[src/shared/ccr_cfg.svh]
// Offsets, field positions, reset values and gain codes of the codec control register bank.
`ifndef CCR_CFG_SVH
`define CCR_CFG_SVH

`define CCR_REG_MODE 5'h01
`define CCR_REG_GAIN 5'h02
`define CCR_RESET_VAL 8'h00
`define CCR_PAD_HI 15
`define CCR_PAD_LO 14
`define CCR_RW_POS 13
`define CCR_ADDR_HI 12
`define CCR_ADDR_LO 8
`define CCR_DATA_HI 7
`define CCR_DATA_LO 0
`define CCR_SWRST_BIT 7
`define CCR_PWDN_BIT 6
`define CCR_DLOOP_BIT 5
`define CCR_ALOOP_BIT 4
`define CCR_MONSRC_BIT 3
`define CCR_MONGAIN_HI 2
`define CCR_MONGAIN_LO 0
`define CCR_RXGAIN_HI 7
`define CCR_RXGAIN_LO 5
`define CCR_DACGAIN_HI 4
`define CCR_DACGAIN_LO 2
`define CCR_SPK_BIT 1
`define CCR_OVF_BIT 0
`define CCR_MON_MAX 3'h5
`define CCR_MON_MUTE 3'h0
`define CCR_PGA_MAX 3'h4
`define CCR_PGA_MUTE 3'h4

`endif

[src/shared/ccr_pkg.sv]
// Types shared by the codec control register bank modules.
package ccr_pkg;
  typedef logic [15:0] ccr_word_t;
  typedef logic [7:0] ccr_byte_t;
  typedef logic [2:0] ccr_gain_t;
  // Register state of the bank; the gain register keeps only its writable bits 7..1.
  typedef struct packed {
    ccr_byte_t mode;
    logic [6:0] gain;
    logic ovf;
    logic reply_stb;
    ccr_byte_t reply_data;
  } ccr_state_t;
endpackage
[src/design/ccr_bank.sv]
// Codec control register bank driven by decoded secondary serial words.
`timescale 1ns/10ps
`default_nettype none
`include "ccr_cfg.svh"

// Functional notes
// RL1: Bits 12..8 address, bits 7..0 data.
// RL2: Bit 13 low writes, high reads.
// RL3: Host zeroes bits 15..14; addresses 1, 2.
// RL4: Both registers reset to all zeros.
// RL5: Mode bit 7 asserts software reset.
// RL6: Mode bit 6 enables power-down.
// RL7: Mode bit 5 selects digital loopback.
// RL8: Mode bit 4 selects analog loopback.
// RL9: Mode bit 3 picks monitor source.
// RL10: Mode bits 2..0 set monitor gain.
// RL11: Gain bits 7..5 set receive gain.
// RL12: Gain bits 4..2 set DAC attenuation.
// RL13: Gain bit 1 enables speaker driver.
// RL14: Gain bit 0 flags ADC overflow, read-only.
// RL15: Reads return content; unmapped reads zero.
// RL16: Undefined gain codes act as mute.
module ccr_bank (
  input wire logic MCLK,
  input wire logic NRST,
  input wire logic WORD_STB,
  input wire ccr_pkg::ccr_word_t WORD_IN,
  input wire logic ADC_OVF,
  output logic REPLY_STB,
  output ccr_pkg::ccr_byte_t REPLY_DATA,
  output logic SW_RESET,
  output logic POWER_DOWN,
  output logic DIGITAL_LOOPBACK,
  output logic ANALOG_LOOPBACK,
  output logic MON_SRC_DATA_IN,
  output ccr_pkg::ccr_gain_t MON_GAIN,
  output ccr_pkg::ccr_gain_t RX_GAIN,
  output ccr_pkg::ccr_gain_t DAC_GAIN,
  output logic SPEAKER_ON
);
  import ccr_pkg::*;

  ////////////////////////////////////////////////////////////////////////////////
  logic rst_meta_r;
  logic rst_n;
  ccr_state_t st_r;
  ccr_state_t st_nxt;
  logic [4:0] addr;
  logic is_read;
  logic is_write;
  logic pad_ok;
  logic hit_mode;
  logic hit_gain;
  ccr_byte_t gain_full;

  always_ff @(posedge MCLK or negedge NRST) begin
    if (!NRST) begin
      rst_meta_r <= 1'b0;
      rst_n <= 1'b0;
    end else begin
      rst_meta_r <= 1'b1;
      rst_n <= rst_meta_r;
    end
  end

  ////////////////////////////////////////////////////////////////////////////////
  // RL1 word field split.
  assign addr = WORD_IN[`CCR_ADDR_HI:`CCR_ADDR_LO];
  // RL3 padding bits checked.
  // A word with nonzero padding is treated as unmapped so a misframed word cannot corrupt state.
  assign pad_ok = (WORD_IN[`CCR_PAD_HI:`CCR_PAD_LO] == 2'b00);
  // RL2 direction bit decode.
  assign is_read = WORD_STB & WORD_IN[`CCR_RW_POS];
  assign is_write = WORD_STB & ~WORD_IN[`CCR_RW_POS];
  assign hit_mode = pad_ok && (addr == `CCR_REG_MODE);
  assign hit_gain = pad_ok && (addr == `CCR_REG_GAIN);
  assign gain_full = {st_r.gain, st_r.ovf};

  always_comb begin
    st_nxt = st_r;
    st_nxt.reply_stb = is_read;
    // RL15 read reply mux.
    if (is_read && hit_mode) begin
      st_nxt.reply_data = st_r.mode;
    end else if (is_read && hit_gain) begin
      st_nxt.reply_data = gain_full;
    end else if (is_read) begin
      st_nxt.reply_data = 8'h00;
    end
    if (is_write && hit_mode) begin
      st_nxt.mode = WORD_IN[`CCR_DATA_HI:`CCR_DATA_LO];
    end else if (is_write && hit_gain) begin
      st_nxt.gain = WORD_IN[`CCR_DATA_HI:`CCR_OVF_BIT + 1];
    end
    // RL14 sticky overflow flag.
    // The flag clears on a read of the gain register, but an overflow in that cycle wins.
    st_nxt.ovf = ADC_OVF | (st_r.ovf & ~(is_read && hit_gain));
  end

  // RL4 zero after reset.
  always_ff @(posedge MCLK or negedge rst_n) begin
    if (!rst_n) begin
      st_r <= '0;
    end else begin
      st_r <= st_nxt;
    end
  end

  ////////////////////////////////////////////////////////////////////////////////
  assign REPLY_STB = st_r.reply_stb;
  assign REPLY_DATA = st_r.reply_data;
  // RL5 software reset.
  assign SW_RESET = st_r.mode[`CCR_SWRST_BIT];
  // RL6 power-down enable.
  assign POWER_DOWN = st_r.mode[`CCR_PWDN_BIT];
  // RL7 digital loopback.
  assign DIGITAL_LOOPBACK = st_r.mode[`CCR_DLOOP_BIT];
  // RL8 analog loopback.
  assign ANALOG_LOOPBACK = st_r.mode[`CCR_ALOOP_BIT];
  // RL9 monitor source select.
  assign MON_SRC_DATA_IN = st_r.mode[`CCR_MONSRC_BIT];
  // RL13 speaker driver enable.
  assign SPEAKER_ON = gain_full[`CCR_SPK_BIT];

  // RL10 monitor gain field.
  ccr_gain_clamp #(.MAX_CODE(`CCR_MON_MAX), .MUTE_CODE(`CCR_MON_MUTE)) u_mon_gain (
    .clk(MCLK),
    .rst_n(rst_n),
    .code(st_r.mode[`CCR_MONGAIN_HI:`CCR_MONGAIN_LO]),
    .level(MON_GAIN)
  );
  // RL11 receive gain field.
  ccr_gain_clamp #(.MAX_CODE(`CCR_PGA_MAX), .MUTE_CODE(`CCR_PGA_MUTE)) u_rx_gain (
    .clk(MCLK),
    .rst_n(rst_n),
    .code(gain_full[`CCR_RXGAIN_HI:`CCR_RXGAIN_LO]),
    .level(RX_GAIN)
  );
  // RL12 DAC attenuation field.
  ccr_gain_clamp #(.MAX_CODE(`CCR_PGA_MAX), .MUTE_CODE(`CCR_PGA_MUTE)) u_dac_gain (
    .clk(MCLK),
    .rst_n(rst_n),
    .code(gain_full[`CCR_DACGAIN_HI:`CCR_DACGAIN_LO]),
    .level(DAC_GAIN)
  );

  ////////////////////////////////////////////////////////////////////////////////
  write_mode_a: assert property (@(posedge MCLK) disable iff (!rst_n) // RL2
    is_write && hit_mode |=> st_r.mode == $past(WORD_IN[7:0]))
    else $error("Mode register write lost.");
  write_gain_a: assert property (@(posedge MCLK) disable iff (!rst_n) // RL1
    is_write && hit_gain |=> st_r.gain == $past(WORD_IN[7:1]))
    else $error("Gain register write lost.");
  read_mode_a: assert property (@(posedge MCLK) disable iff (!rst_n) // RL15
    is_read && hit_mode |=> REPLY_STB && REPLY_DATA == $past(st_r.mode))
    else $error("Mode register read reply wrong.");
  unmapped_read_a: assert property (@(posedge MCLK) disable iff (!rst_n) // RL15
    is_read && !hit_mode && !hit_gain |=> REPLY_STB && REPLY_DATA == 8'h00)
    else $error("Unmapped read did not return zero.");
  no_reply_a: assert property (@(posedge MCLK) disable iff (!rst_n) // RL2
    !is_read |=> !REPLY_STB)
    else $error("Reply without read request.");
  // An overflow in the cycle of a clearing read must still leave the flag set.
  ovf_set_a: assert property (@(posedge MCLK) disable iff (!rst_n) // RL14
    ADC_OVF |=> st_r.ovf)
    else $error("Overflow flag not set.");
  ovf_clear_a: assert property (@(posedge MCLK) disable iff (!rst_n) // RL14
    is_read && hit_gain && !ADC_OVF |=> !st_r.ovf)
    else $error("Overflow flag not cleared by read.");
  swrst_out_a: assert property (@(posedge MCLK) disable iff (!rst_n) // RL5
    is_write && hit_mode && WORD_IN[7] |=> SW_RESET)
    else $error("Software reset not asserted after write.");
  reset_zero_a: assert property (@(posedge MCLK) // RL4
    $rose(rst_n) |-> st_r.mode == 8'h00 && st_r.gain == 7'h00)
    else $error("Registers not zero after reset.");
  mon_clamp_a: assert property (@(posedge MCLK) disable iff (!rst_n) // RL16
    st_r.mode[2:0] > 3'h5 |=> MON_GAIN == 3'h0)
    else $error("Undefined monitor gain not muted.");
  rx_clamp_a: assert property (@(posedge MCLK) disable iff (!rst_n) // RL11
    st_r.gain[6:4] > 3'h4 |=> RX_GAIN == 3'h4)
    else $error("Undefined receive gain not muted.");
endmodule // ccr_bank
`default_nettype wire

[src/design/ccr_gain_clamp.sv]
// Registered gain code clamp that maps undefined codes onto the mute code.
`timescale 1ns/10ps
`default_nettype none
module ccr_gain_clamp #(
  parameter logic [2:0] MAX_CODE = 3'h4,
  parameter logic [2:0] MUTE_CODE = 3'h4
) (
  input wire logic clk,
  input wire logic rst_n,
  input wire ccr_pkg::ccr_gain_t code,
  output ccr_pkg::ccr_gain_t level
);
  import ccr_pkg::*;

  ccr_gain_t level_r;
  ccr_gain_t level_nxt;

  // RL16 undefined codes mute.
  always_comb begin
    level_nxt = (code > MAX_CODE) ? MUTE_CODE : code;
  end

  always_ff @(posedge clk or negedge rst_n) begin
    if (!rst_n) begin
      level_r <= 3'h0;
    end else begin
      level_r <= level_nxt;
    end
  end

  assign level = level_r;
endmodule // ccr_gain_clamp
`default_nettype wire

[config.mk]
export PLATFORM = sky130hd
export DESIGN_NAME = ccr_bank
export DESIGN_NICKNAME = d
export VERILOG_FILES = /design/src/shared/ccr_pkg.sv /design/src/design/ccr_bank.sv /design/src/design/ccr_gain_clamp.sv
export VERILOG_INCLUDE_DIRS = /design/src /design/src/shared
export SDC_FILE = /design/constraint.sdc
export NUM_CORES = 1
export LEC_CHECK = 0
export BUFFER_PORTS_ARGS = -buffer_cell sky130_fd_sc_hd__buf_2
export CAP_MARGIN = 20
export CORE_ASPECT_RATIO = 0.9
export CORE_MARGIN = 2
export CORE_UTILIZATION = 53
export DETAILED_ROUTE_END_ITERATION = 16
export PLACE_DENSITY = 0.82
export SYNTH_ARGS = -nofsm -noshare
export SYNTH_HDL_FRONTEND = slang
export SYNTH_SLANG_ARGS = --single-unit
[constraint.sdc]
create_clock -name MCLK -period 1.85 [get_ports MCLK]
set_clock_uncertainty 0.15 [all_clocks]
set_input_delay 0.4625 -clock MCLK [delete_from_list [all_inputs] [get_ports MCLK]]
set_output_delay 0.4625 -clock MCLK [all_outputs]
set_load 0.005 [all_outputs]
Yosys cells after proc, flatten, opt, wreduce, memory -nomap -nowiden
Index checks and enable logic that the tools add are counted.
{"block": "totals", "elab_cells": 37, "ff_bits": 36, "inputBits": 20, "out_inout_bits": 24}
{"block": "classes", "mux": 6, "eq_ne": 2, "magnitude_cmp": 3, "n_reduce_logical": 9, "bitwise": 7}
{"op": "8-bit 2-to-1 mux", "n": 3}
{"op": "3-bit > comparator, second input constant", "n": 3}
{"op": "3-bit 2-to-1 mux", "n": 3}
{"op": "1-bit logical AND", "n": 6}
{"op": "5-bit by 1-bit == test with 1-bit output, second input constant", "n": 1}
{"op": "5-bit by 2-bit == test with 1-bit output, second input constant", "n": 1}
{"op": "1-bit AND", "n": 3}
{"op": "1-bit NOT", "n": 3}
{"op": "3-bit nonzero test", "n": 1}
{"op": "2-bit logical NOT", "n": 1}
{"op": "2-bit AND reduction", "n": 1}
{"op": "1-bit OR", "n": 1}

Longest topological paths before layout
Gate-level depths: netlist of run 1.
{"block": "depth", "depth_word": 6, "mapped_depth": 4, "depth_no_buf": 3}

Modules after synthesis
Synthesis of run 1 repeated with hierarchy kept, for this count alone.
{"block": "hier_totals", "hier_cells": 109, "hier_area_um2": 1463.9}
{"mod": "ccr_bank", "instances": 1, "area_each_um2": 1183.6, "cells_each": 91, "seq_area_each_um2": 675.6}
{"mod": "ccr_gain_clamp at u_dac_gain ...", "instances": 2, "area_each_um2": 91.3, "cells_each": 6, "seq_area_each_um2": 75.1}
{"mod": "ccr_gain_clamp at u_mon_gain", "instances": 1, "area_each_um2": 97.6, "cells_each": 6, "seq_area_each_um2": 75.1}

Least setup slack after synthesis of run 1
No wires, ideal clock.
{"block": "synth_path", "path_kind": "input port to flip-flop", "from": "input WORD_IN[14]", "to": "register st_r, in the netlist ANALOG_LOOPBACK", "setup_time_ps": 125, "arrival_ps": 1873, "required_ps": 1575, "path_buffers": 0, "slack_ps": -298, "path_stages": 3, "path_cell_list": "or4_4 nor4b_4 mux2_2"}
{"block": "synth_via", "elab_chain_cells": 3}
{"element": "from (decl)", "line_no": "ccr_bank.sv:27", "rtl": "input wire ccr_pkg::ccr_word_t WORD_IN,"}
{"element": "2-bit logical NOT", "line_no": "ccr_bank.sv:71", "rtl": "assign pad_ok = (WORD_IN[`CCR_PAD_HI:`CCR_PAD_LO] == 2'b00);"}
{"element": "1-bit logical AND", "line_no": "ccr_bank.sv:75", "rtl": "assign hit_mode = pad_ok && (addr == `CCR_REG_MODE);"}
{"element": "1-bit logical AND", "line_no": "ccr_bank.sv:90", "rtl": "if (is_write && hit_mode) begin"}
{"element": "to (signal assigned)", "line_no": "ccr_bank.sv:105", "rtl": "st_r <= st_nxt;"}
{"element": "to (decl)", "line_no": "ccr_bank.sv:46", "rtl": "ccr_state_t st_r;"}
Every way passes these cells.
A chain may end at the register's enable or synchronous reset.

Worst setup path after layout of run 1
{"block": "layout_path", "from": "input WORD_IN[14]", "to": "register st_r[17] (netlist name)"}
The elaborated chain is that of the path after synthesis.

==> flow_summary.json, run 1 <==
{
  "status": "finished, violations left",
  "violations": "setup timing",
  "nFillCells": 194,
  "syn_avg_cell_area_um2": 13.4,
  "ys_ff_latch": 36,
  "stdcell_count": 183,
  "cts_made_buffers": 5,
  "grtUsageTotal_pct": 21.0,
  "synth-xor-area-share_pct": 0,
  "crit_type": "input pin to flip-flop",
  "setup_viol": 7,
  "crit_path_end": "st_r[17]",
  "chipHeight_um": 53.8,
  "slew_headroom_pct": 61.3,
  "grt_overflow": 0,
  "cp-start-kind": "input pin",
  "powerDensity_nw_per_um2": 849,
  "via_per_inst": 5.38,
  "start_util_pct": 54.5,
  "cts_max_path_buffers": 2,
  "antennaDiodeCount": 0,
  "rows": 18,
  "tightest_slew_ns": 0.579,
  "syn_to_final_growth_pct": 26.5,
  "antenna_found_initial": 0,
  "die-area_um2": 3190,
  "synth_fa_ha_area_share_pct": 0,
  "drtIter0Drc": 49,
  "synth_top_family_by_area": "multiplexers",
  "crit_path_frequent_cell": "buf_6",
  "ys_types": 17,
  "postRouteAntennaNets": 0,
  "cts_tree": "built",
  "r2r-end": "REPLY_DATA[7]",
  "rsz0062_at_grt": "yes",
  "htree_levels": 2,
  "irDropWorstVdd_mv": 0.525,
  "crit_arrival_ns": 1.94,
  "synthSimpleGateAreaFrac_pct": 11.3,
  "fmax_ghz": 0.534,
  "path_cells": "buf_6, or4_4, nor4b_4, buf_6, mux2_4",
  "synth.area.mux_share_pct": 11.6,
  "wire_per_inst_um": 15.8,
  "power.leakage_nw": 0.967,
  "die_w_um": 59.4,
  "cts_root_buffer": "clkbuf_4",
  "dp.cells": 174,
  "grt_pass1_wl_um": 4620,
  "postSynthCellCount": 109,
  "setup_slack_ns": -0.0223,
  "cts.sinks": 36,
  "vias": 984,
  "placed_cell_area_um2": 1690,
  "crit_fanout": 5,
  "reg2regPathDepth": 2,
  "synth_area_um2": 1460,
  "routed_wl_um": 2890,
  "synth_compound_area_share_pct": 9.33,
  "synth_nets": 129,
  "post-cts-setup-buffer-count": 0,
  "period_share_pct": 101,
  "period_minus_slack_ns": 1.87,
  "hold_viol": 0,
  "gp_congestion": 0.775,
  "cp_slowest_stage_delay_ns": 0.58,
  "num_io_pins": 44,
  "min_path_type": "flip-flop to async pin",
  "clk_latency_ns": 0.33,
  "cts.clk_slew.worst_paths_ns": 0.10,
  "grt_pass1_vias": 996,
  "max_cap_violations": 0,
  "crit_slowest_cell": "or4_4",
  "drive_gt1_share_pct": 49.7,
  "final_nets": 172,
  "ys_seq_area_share_pct": 61.6,
  "worstSetupEndpointType": "flip-flop",
  "final_cell_area_um2": 1850,
  "drcViolationCount": 0,
  "critPathLaunch": "WORD_IN[14]",
  "first_pass_iters": 4,
  "slew_viol_final": 0,
  "r2r_setup_slack_ns": 0.78,
  "reg2reg_from": "gain_full[7]",
  "port_buffers": 43,
  "crit_required_ns": 1.92,
  "core_um2": 2680,
  "ys_warn_count": 0,
  "hpwl_um": 2040,
  "grt_max_degree": 25
}
[metal layers]
metal  track usage (%)  vias up  share of wire [%]
li1                  -      464                  -
met1              24.0      489                 43
met2              35.9       29                 51
met3              7.21        2                5.1
met4              9.09        0               0.90
met5                 0        -                  0
[synthesized netlist by cell type (all sizes together)]
master  number  area [µm²]
a22oi        8        60.1
conb         1        3.75
o31ai        8        60.1
nand2b       3        18.8
nor2b        8        50.1
clkbuf       6        22.5
nor4         1        21.3
or2          1        6.26
nor4b        1        23.8
o41ai        1        8.76
buf          8        60.1
or4          1        11.3
dfrtp       36         901
a21boi       1        7.51
mux2        15         169
nand2        9        33.8
inv          1        3.75
[report_power, final]
group | internal [mW] | switching, mW
clock network | 0.359 | 0.252
registers | 0.815 | 0.0230
logic | 0.0646 | 0.0562
total | 1.24 | 0.331
[kinds of logic (layout without fill, tap and decap cells)]
logic type,count (synthesis),after routing
flops,36,36
simple gates,24,24
compound gates,18,18
mux,15,15
buf+inv,15,59
other cells,1,1
[worst max-delay path, delay by kind of cell]
kind / cells / cell delay, ns
buffers and inverters: 2 / 0.28
and+or+nand+nor: 2 / 0.91
muxes: 1 / 0.30
[area by class of cell]
cell class / instances / area (µm²) / area share [%]
Sequential cell: 36 / 901 / 48.7
Multi-Input combinational cell: 58 / 508 / 27.5
Timing Repair Buffer: 50 / 303 / 16.4
Clock buffer: 7 / 65.1 / 3.52
Tap cell: 30 / 37.5 / 2.03
Clock inverter: 1 / 30.0 / 1.62
Inverter: 1 / 3.75 / 0.203
[metrics by stage]
step	setup WS (ns)	hold WS [ns]	power [mW]	utilization (%)	setup TNS, ns
floorplan	-0.298	0.0169	0.902	-	-4.85
global placement	-0.373	0.0484	0.958	63.2	-6.35
detailed placement	-0.405	0.0676	0.963	63.2	-6.94
CTS	-0.0261	0.0755	1.57	68.7	-0.142
global route	-0.0235	0.0869	1.62	69.0	-0.0840
finish	-0.0223	0.0658	1.57	69.0	-0.0949
[repair_timing]
action	4_1_cts	5_1_grt
hold buffers	1	0
gates resized for setup	11	1
endpoints found under the hold margin	2	0
gates cloned	0	0
pin swaps	2	3
setup endpoints to repair	11	13
[cells in the final DEF (no fill, tap or decap)]
cell and instances:
buf_12 1, inv_1 1, or4_4 1, mux2_2 6, nor4_4 1, nand2_1 9
bufinv_16 1, clkbuf_8 2, o41ai_1 1, a21boi_0 1, mux2_4 9, dfrtp_1 36
or2_2 1, nor4b_4 1, conb_1 1, dlygate4sd3_1 1, nand2b_1 3, a22oi_1 8
buf_4 3, o31ai_1 8, clkbuf_4 5, buf_2 41, buf_6 4, nor2b_1 8
[state kept, by name, indices dropped and copies added (netlist names)]
name	cells
REPLY_STB	1
DIGITAL_LOOPBACK	1
u_mon_gain.level	3
rst_meta_r	1
SW_RESET	1
MON_SRC_DATA_IN	1
POWER_DOWN	1
REPLY_DATA	8
gain_full	7
u_dac_gain.level	3
SPEAKER_ON	1
ANALOG_LOOPBACK	1
rst_n	1
u_rx_gain.level	3
st_r	3
[worst min-delay path by stage]
stage                     startpoint            endpoint  slack [ns]  cells after the start
after floorplan                 NRST          rst_meta_r        0.02                      0
after global placement         rst_n            SW_RESET        0.05                      0
after detailed placement       rst_n            SW_RESET        0.07                      0
after CTS                      rst_n  u_rx_gain.level[2]        0.08                      0
after global routing           rst_n  u_rx_gain.level[1]        0.09                      0
final                          rst_n            SW_RESET        0.07                      0
(Power assumes the default switching activity.)
==> run 2, diff against run 1 <==
--- a/config.mk
+++ b/config.mk
@@ -13,6 +13,7 @@
 export CORE_UTILIZATION = 53
 export DETAILED_ROUTE_END_ITERATION = 16
 export PLACE_DENSITY = 0.82
+export RECOVER_POWER = 50
 export SYNTH_ARGS = -nofsm -noshare
 export SYNTH_HDL_FRONTEND = slang
 export SYNTH_SLANG_ARGS = --single-unit
==> flow_summary.json, run 2 (synthesized netlist as in run 1, its figures left out) <==
{
  "status": "finished, violations left",
  "violations": "setup timing",
  "antenna_found_initial": 0,
  "slew_headroom_pct": 58.1,
  "crit_type": "input pin to flip-flop",
  "cts_tree": "built",
  "multi_input_area_um2": 508,
  "start_util_pct": 54.5,
  "tightest_slew_ns": 0.629,
  "crit_fanout": 5,
  "dp.cells": 174,
  "setup_viol": 8,
  "setup_slack_ns": -0.0227,
  "port_buffers": 43,
  "cp-start-kind": "input pin",
  "clk_latency_ns": 0.33,
  "final_common_cell": "buf_2",
  "drive_gt1_share_pct": 48.4,
  "cts_made_buffers": 5,
  "cts.clk_slew.worst_paths_ns": 0.10,
  "cts.sinks": 36,
  "cts_root_buffer": "clkbuf_4",
  "power.leakage_nw": 0.956,
  "crit_arrival_ns": 1.94,
  "grtUsageTotal_pct": 21.0,
  "fin_setup_tns_ns": -0.0962,
  "num_io_pins": 44,
  "via_per_inst": 5.37,
  "grt_overflow": 0,
  "largest_reg_flops": 8,
  "max_cap_violations": 0,
  "crit_required_ns": 1.92,
  "powerDensity_nw_per_um2": 856,
  "regArea_um2": 901,
  "hold_viol": 0,
  "hpwl_um": 2040,
  "final_cell_mix": "buf_2, dfrtp_1, nand2_1, mux2_4",
  "antennaDiodeCount": 0,
  "core_um2": 2680,
  "period_share_pct": 101,
  "grt_pass1_vias": 996,
  "first_pass_iters": 4,
  "final_nets": 172,
  "vias": 983,
  "stdcell_count": 183,
  "wire_per_inst_um": 15.8,
  "irDropWorstVdd_mv": 0.526,
  "cts_max_path_buffers": 2,
  "drcViolationCount": 0,
  "syn_to_final_growth_pct": 25.1,
  "htree_levels": 2,
  "gp_congestion": 0.775,
  "slew_viol_final": 0,
  "period_minus_slack_ns": 1.87,
  "routed_wl_um": 2900,
  "hold-worst-slack_ns": 0.0393,
  "grt_max_degree": 25,
  "die-area_um2": 3190,
  "post-cts-setup-buffer-count": 0,
  "drtIter0Drc": 44,
  "fmax_ghz": 0.534,
  "postRouteAntennaNets": 0,
  "chipHeight_um": 53.8,
  "nFillCells": 198,
  "worstSetupEndpointType": "flip-flop",
  "grt_pass1_wl_um": 4620,
  "min_path_type": "flip-flop to async pin",
  "die_w_um": 59.4,
  "rsz0062_at_grt": "yes",
  "rows": 18,
  "place_worst_setup_slack_ns": -0.405
}
run 2: worst paths after layout:
check / end / depth (start not counted) / from / slack (ns)
worst max-delay path: st_r[17] / 5 / WORD_IN[14] / -0.02
worst min-delay path: SW_RESET / 0 / rst_n / 0.04
worst max register to register: REPLY_DATA[6] / 1 / rst_n / 0.60
worst min register to register: SW_RESET / 0 / rst_n / 0.04
max in group asynchronous: REPLY_DATA[6] / 1 / rst_n / 0.60
min in group MCLK: gain_full[0] / 2 / ADC_OVF / 0.19
run 2: metal layers:
metal | share of wire [%] | GRT usage [%]
met4 | 0.90 | 9.09
met2 | 51 | 35.9
met1 | 43 | 24.0
met3 | 5.1 | 7.21
met5 | 0 | 0
run 2: area by class of cell:
class | count | area share (%)
repair buffers | 50 | 15.5
clock buffers | 7 | 3.56
multi-input cells | 58 | 27.8
inverters | 1 | 0.205
flip-flops and latches | 36 | 49.3
well taps | 30 | 2.05
clock inverters | 1 | 1.64
run 2: power by group:
part / internal [mW] / switching (mW)
Combinational: 0.0598 / 0.0563
Clock: 0.359 / 0.253
Sequential: 0.815 / 0.0223
Total: 1.23 / 0.331
run 2: stage by stage:
stage               util (%)  power (mW)  cell area, µm²
floorplan                  -       0.902            1480
global placement        63.2       0.958            1690
detailed placement      63.2       0.963            1690
CTS                     68.7        1.57            1840
global route            68.2        1.61            1830
finish                  68.2        1.56            1830
run 2: worst max-delay path, cell delays in order:
cell and delay (ns):
buf_6 0.09, or4_4 0.58, nor4b_4 0.33, buf_6 0.19
mux2_4 0.30
run 2: timing repair:
| action | CTS | global route |
|---|---|---|
| setup endpoints to repair | 11 | 13 |
| hold buffers | 1 | 0 |
| endpoints found under the hold margin | 2 | 0 |
| gates resized for setup | 11 | 1 |
| pin swaps | 2 | 3 |
==> run 3, diff against run 2 <==
--- a/config.mk
+++ b/config.mk
@@ -9,11 +9,10 @@
 export BUFFER_PORTS_ARGS = -buffer_cell sky130_fd_sc_hd__buf_2
 export CAP_MARGIN = 20
 export CORE_ASPECT_RATIO = 0.9
-export CORE_MARGIN = 2
+export CORE_MARGIN = 5
 export CORE_UTILIZATION = 53
 export DETAILED_ROUTE_END_ITERATION = 16
 export PLACE_DENSITY = 0.82
-export RECOVER_POWER = 50
 export SYNTH_ARGS = -nofsm -noshare
 export SYNTH_HDL_FRONTEND = slang
 export SYNTH_SLANG_ARGS = --single-unit
==> flow_summary.json, run 3 (synthesized netlist as in run 1, its figures left out) <==
{
  "reg2regPathDepth": 2,
  "grtUsageTotal_pct": 16.1,
  "period_minus_slack_ns": 1.88,
  "hold_viol": 0,
  "syn_to_final_growth_pct": 21.7,
  "chipHeight_um": 59.8,
  "grt_max_degree": 35,
  "gp_congestion": 0.800,
  "slew_headroom_pct": 62.2,
  "worstSetupEndpointType": "flip-flop",
  "cts_made_buffers": 5,
  "cp-start-kind": "input pin",
  "first_pass_iters": 4,
  "rows": 18,
  "top_layer": "met4",
  "tightest_slew_ns": 0.566,
  "core_um2": 2700,
  "crit_fanout": 5,
  "dp.cells": 174,
  "hold-worst-slack_ns": 0.122,
  "nFillCells": 216,
  "setup_slack_ns": -0.0302,
  "power.total_mw": 1.37,
  "max_cap_violations": 0,
  "vias": 956,
  "status": "finished, violations left",
  "wl_met2_um": 1380,
  "drive_gt1_share_pct": 48.4,
  "cts_tree": "built",
  "setup_viol": 3,
  "grt_overflow": 0,
  "min_path_type": "flip-flop to async pin",
  "antennaDiodeCount": 0,
  "antenna_found_initial": 0,
  "place_worst_setup_slack_ns": -0.415,
  "start_util_pct": 54.1,
  "crit_family": "simple AND/OR/NAND/NOR gates",
  "drcViolationCount": 0,
  "cts_root_buffer": "clkbuf_4",
  "cts.sinks": 36,
  "via_per_inst": 5.22,
  "fin_setup_tns_ns": -0.0683,
  "period_share_pct": 102,
  "powerDensity_nw_per_um2": 773,
  "grt_pass1_wl_um": 4730,
  "wl_met1_um": 1290,
  "path_depth": 5,
  "drtIter0Drc": 64,
  "wire_per_inst_um": 16.0,
  "crit_arrival_ns": 1.95,
  "die-area_um2": 3910,
  "violations": "setup timing",
  "largest_reg_flops": 8,
  "wl_met3_um": 215,
  "stdcell_count": 183,
  "fmax_ghz": 0.532,
  "cts.clk_slew.worst_paths_ns": 0.10,
  "crit_slowest_cell": "or4_4",
  "final_nets": 172,
  "cp_slowest_stage_delay_ns": 0.58,
  "crit_type": "input pin to flip-flop",
  "path_cells": "buf_6, or4_4, nor4b_4, buf_4, mux2_2",
  "grt_pass1_vias": 1015,
  "num_io_pins": 44,
  "rsz0062_at_grt": "yes",
  "htree_levels": 2,
  "hpwl_um": 2180,
  "final_cell_area_um2": 1780,
  "crit_required_ns": 1.92,
  "final_cell_mix": "buf_2, dfrtp_1, nand2_1, mux2_2",
  "die_w_um": 65.4,
  "crit_buf_inv": 2,
  "clk_latency_ns": 0.33,
  "cts_max_path_buffers": 2,
  "routed_wl_um": 2920,
  "postRouteAntennaNets": 0,
  "final_util_pct": 65.8,
  "port_buffers": 43,
  "power.leakage_nw": 0.937,
  "final_common_cell": "buf_2",
  "slew_viol_final": 0,
  "irDropWorstVdd_mv": 0.570,
  "placed_cell_area_um2": 1680
}
run 3: changes by cell type in the layout (fill, tap and decap cells not counted):
cell / change
mux2_2: +3
clkbuf_2: -1
buf_2: +2
bufinv_16: -1
clkbuf_8: -1
mux2_4: -3
buf_4: +3
buf_6: -2
run 3: area by class of cell:
class / count / area [µm²] / share of cell area, %
Tap cell: 30 / 37.5 / 2.11
Sequential cell: 36 / 901 / 50.7
Inverter: 1 / 3.75 / 0.211
Multi-Input combinational cell: 58 / 497 / 27.9
Clock buffer: 8 / 58.8 / 3.31
Timing Repair Buffer: 50 / 280 / 15.8
run 3: worst reg2reg max path, delay by kind of cell, from the launching register on:
family,cells,cell delay (ns)
flip-flops,1,0.41
AO/OA/AOI/OAI,2,0.35
run 3: final timing paths:
path,to,slack (ns),startpoint
hold reg to reg,u_rx_gain.level[1],0.12,rst_n
setup / recovery,st_r[19],-0.03,WORD_IN[14]
hold / removal,u_rx_gain.level[1],0.12,rst_n
max in group asynchronous,gain_full[2],1.12,rst_n
min in group MCLK,gain_full[0],0.16,ADC_OVF
setup reg to reg,REPLY_DATA[4],0.84,gain_full[4]
run 3: timing repair:
| action | CTS | global route |
|---|---|---|
| hold buffers | 1 | 0 |
| buffers inserted | 0 | 0 |
| endpoints found under the setup margin | 12 | 8 |
| gates resized for setup | 1 | 6 |
| pin swaps | 1 | 0 |
| hold endpoints to repair | 2 | 0 |
run 3: power by group:
group | leakage [nW] | switching, mW | internal (mW) | total, mW
logic | 0.417 | 0.0604 | 0.0588 | 0.119
registers | 0.488 | 0.0173 | 0.815 | 0.832
clock network | 0.0326 | 0.236 | 0.188 | 0.424
run 3: per-layer routing:
layer / track usage, % / vias up
met5: 0 / -
met3: 3.95 / 3
met2: 24.5 / 41
met4: 6.21 / 0
li1: - / 458
met1: 22.5 / 454
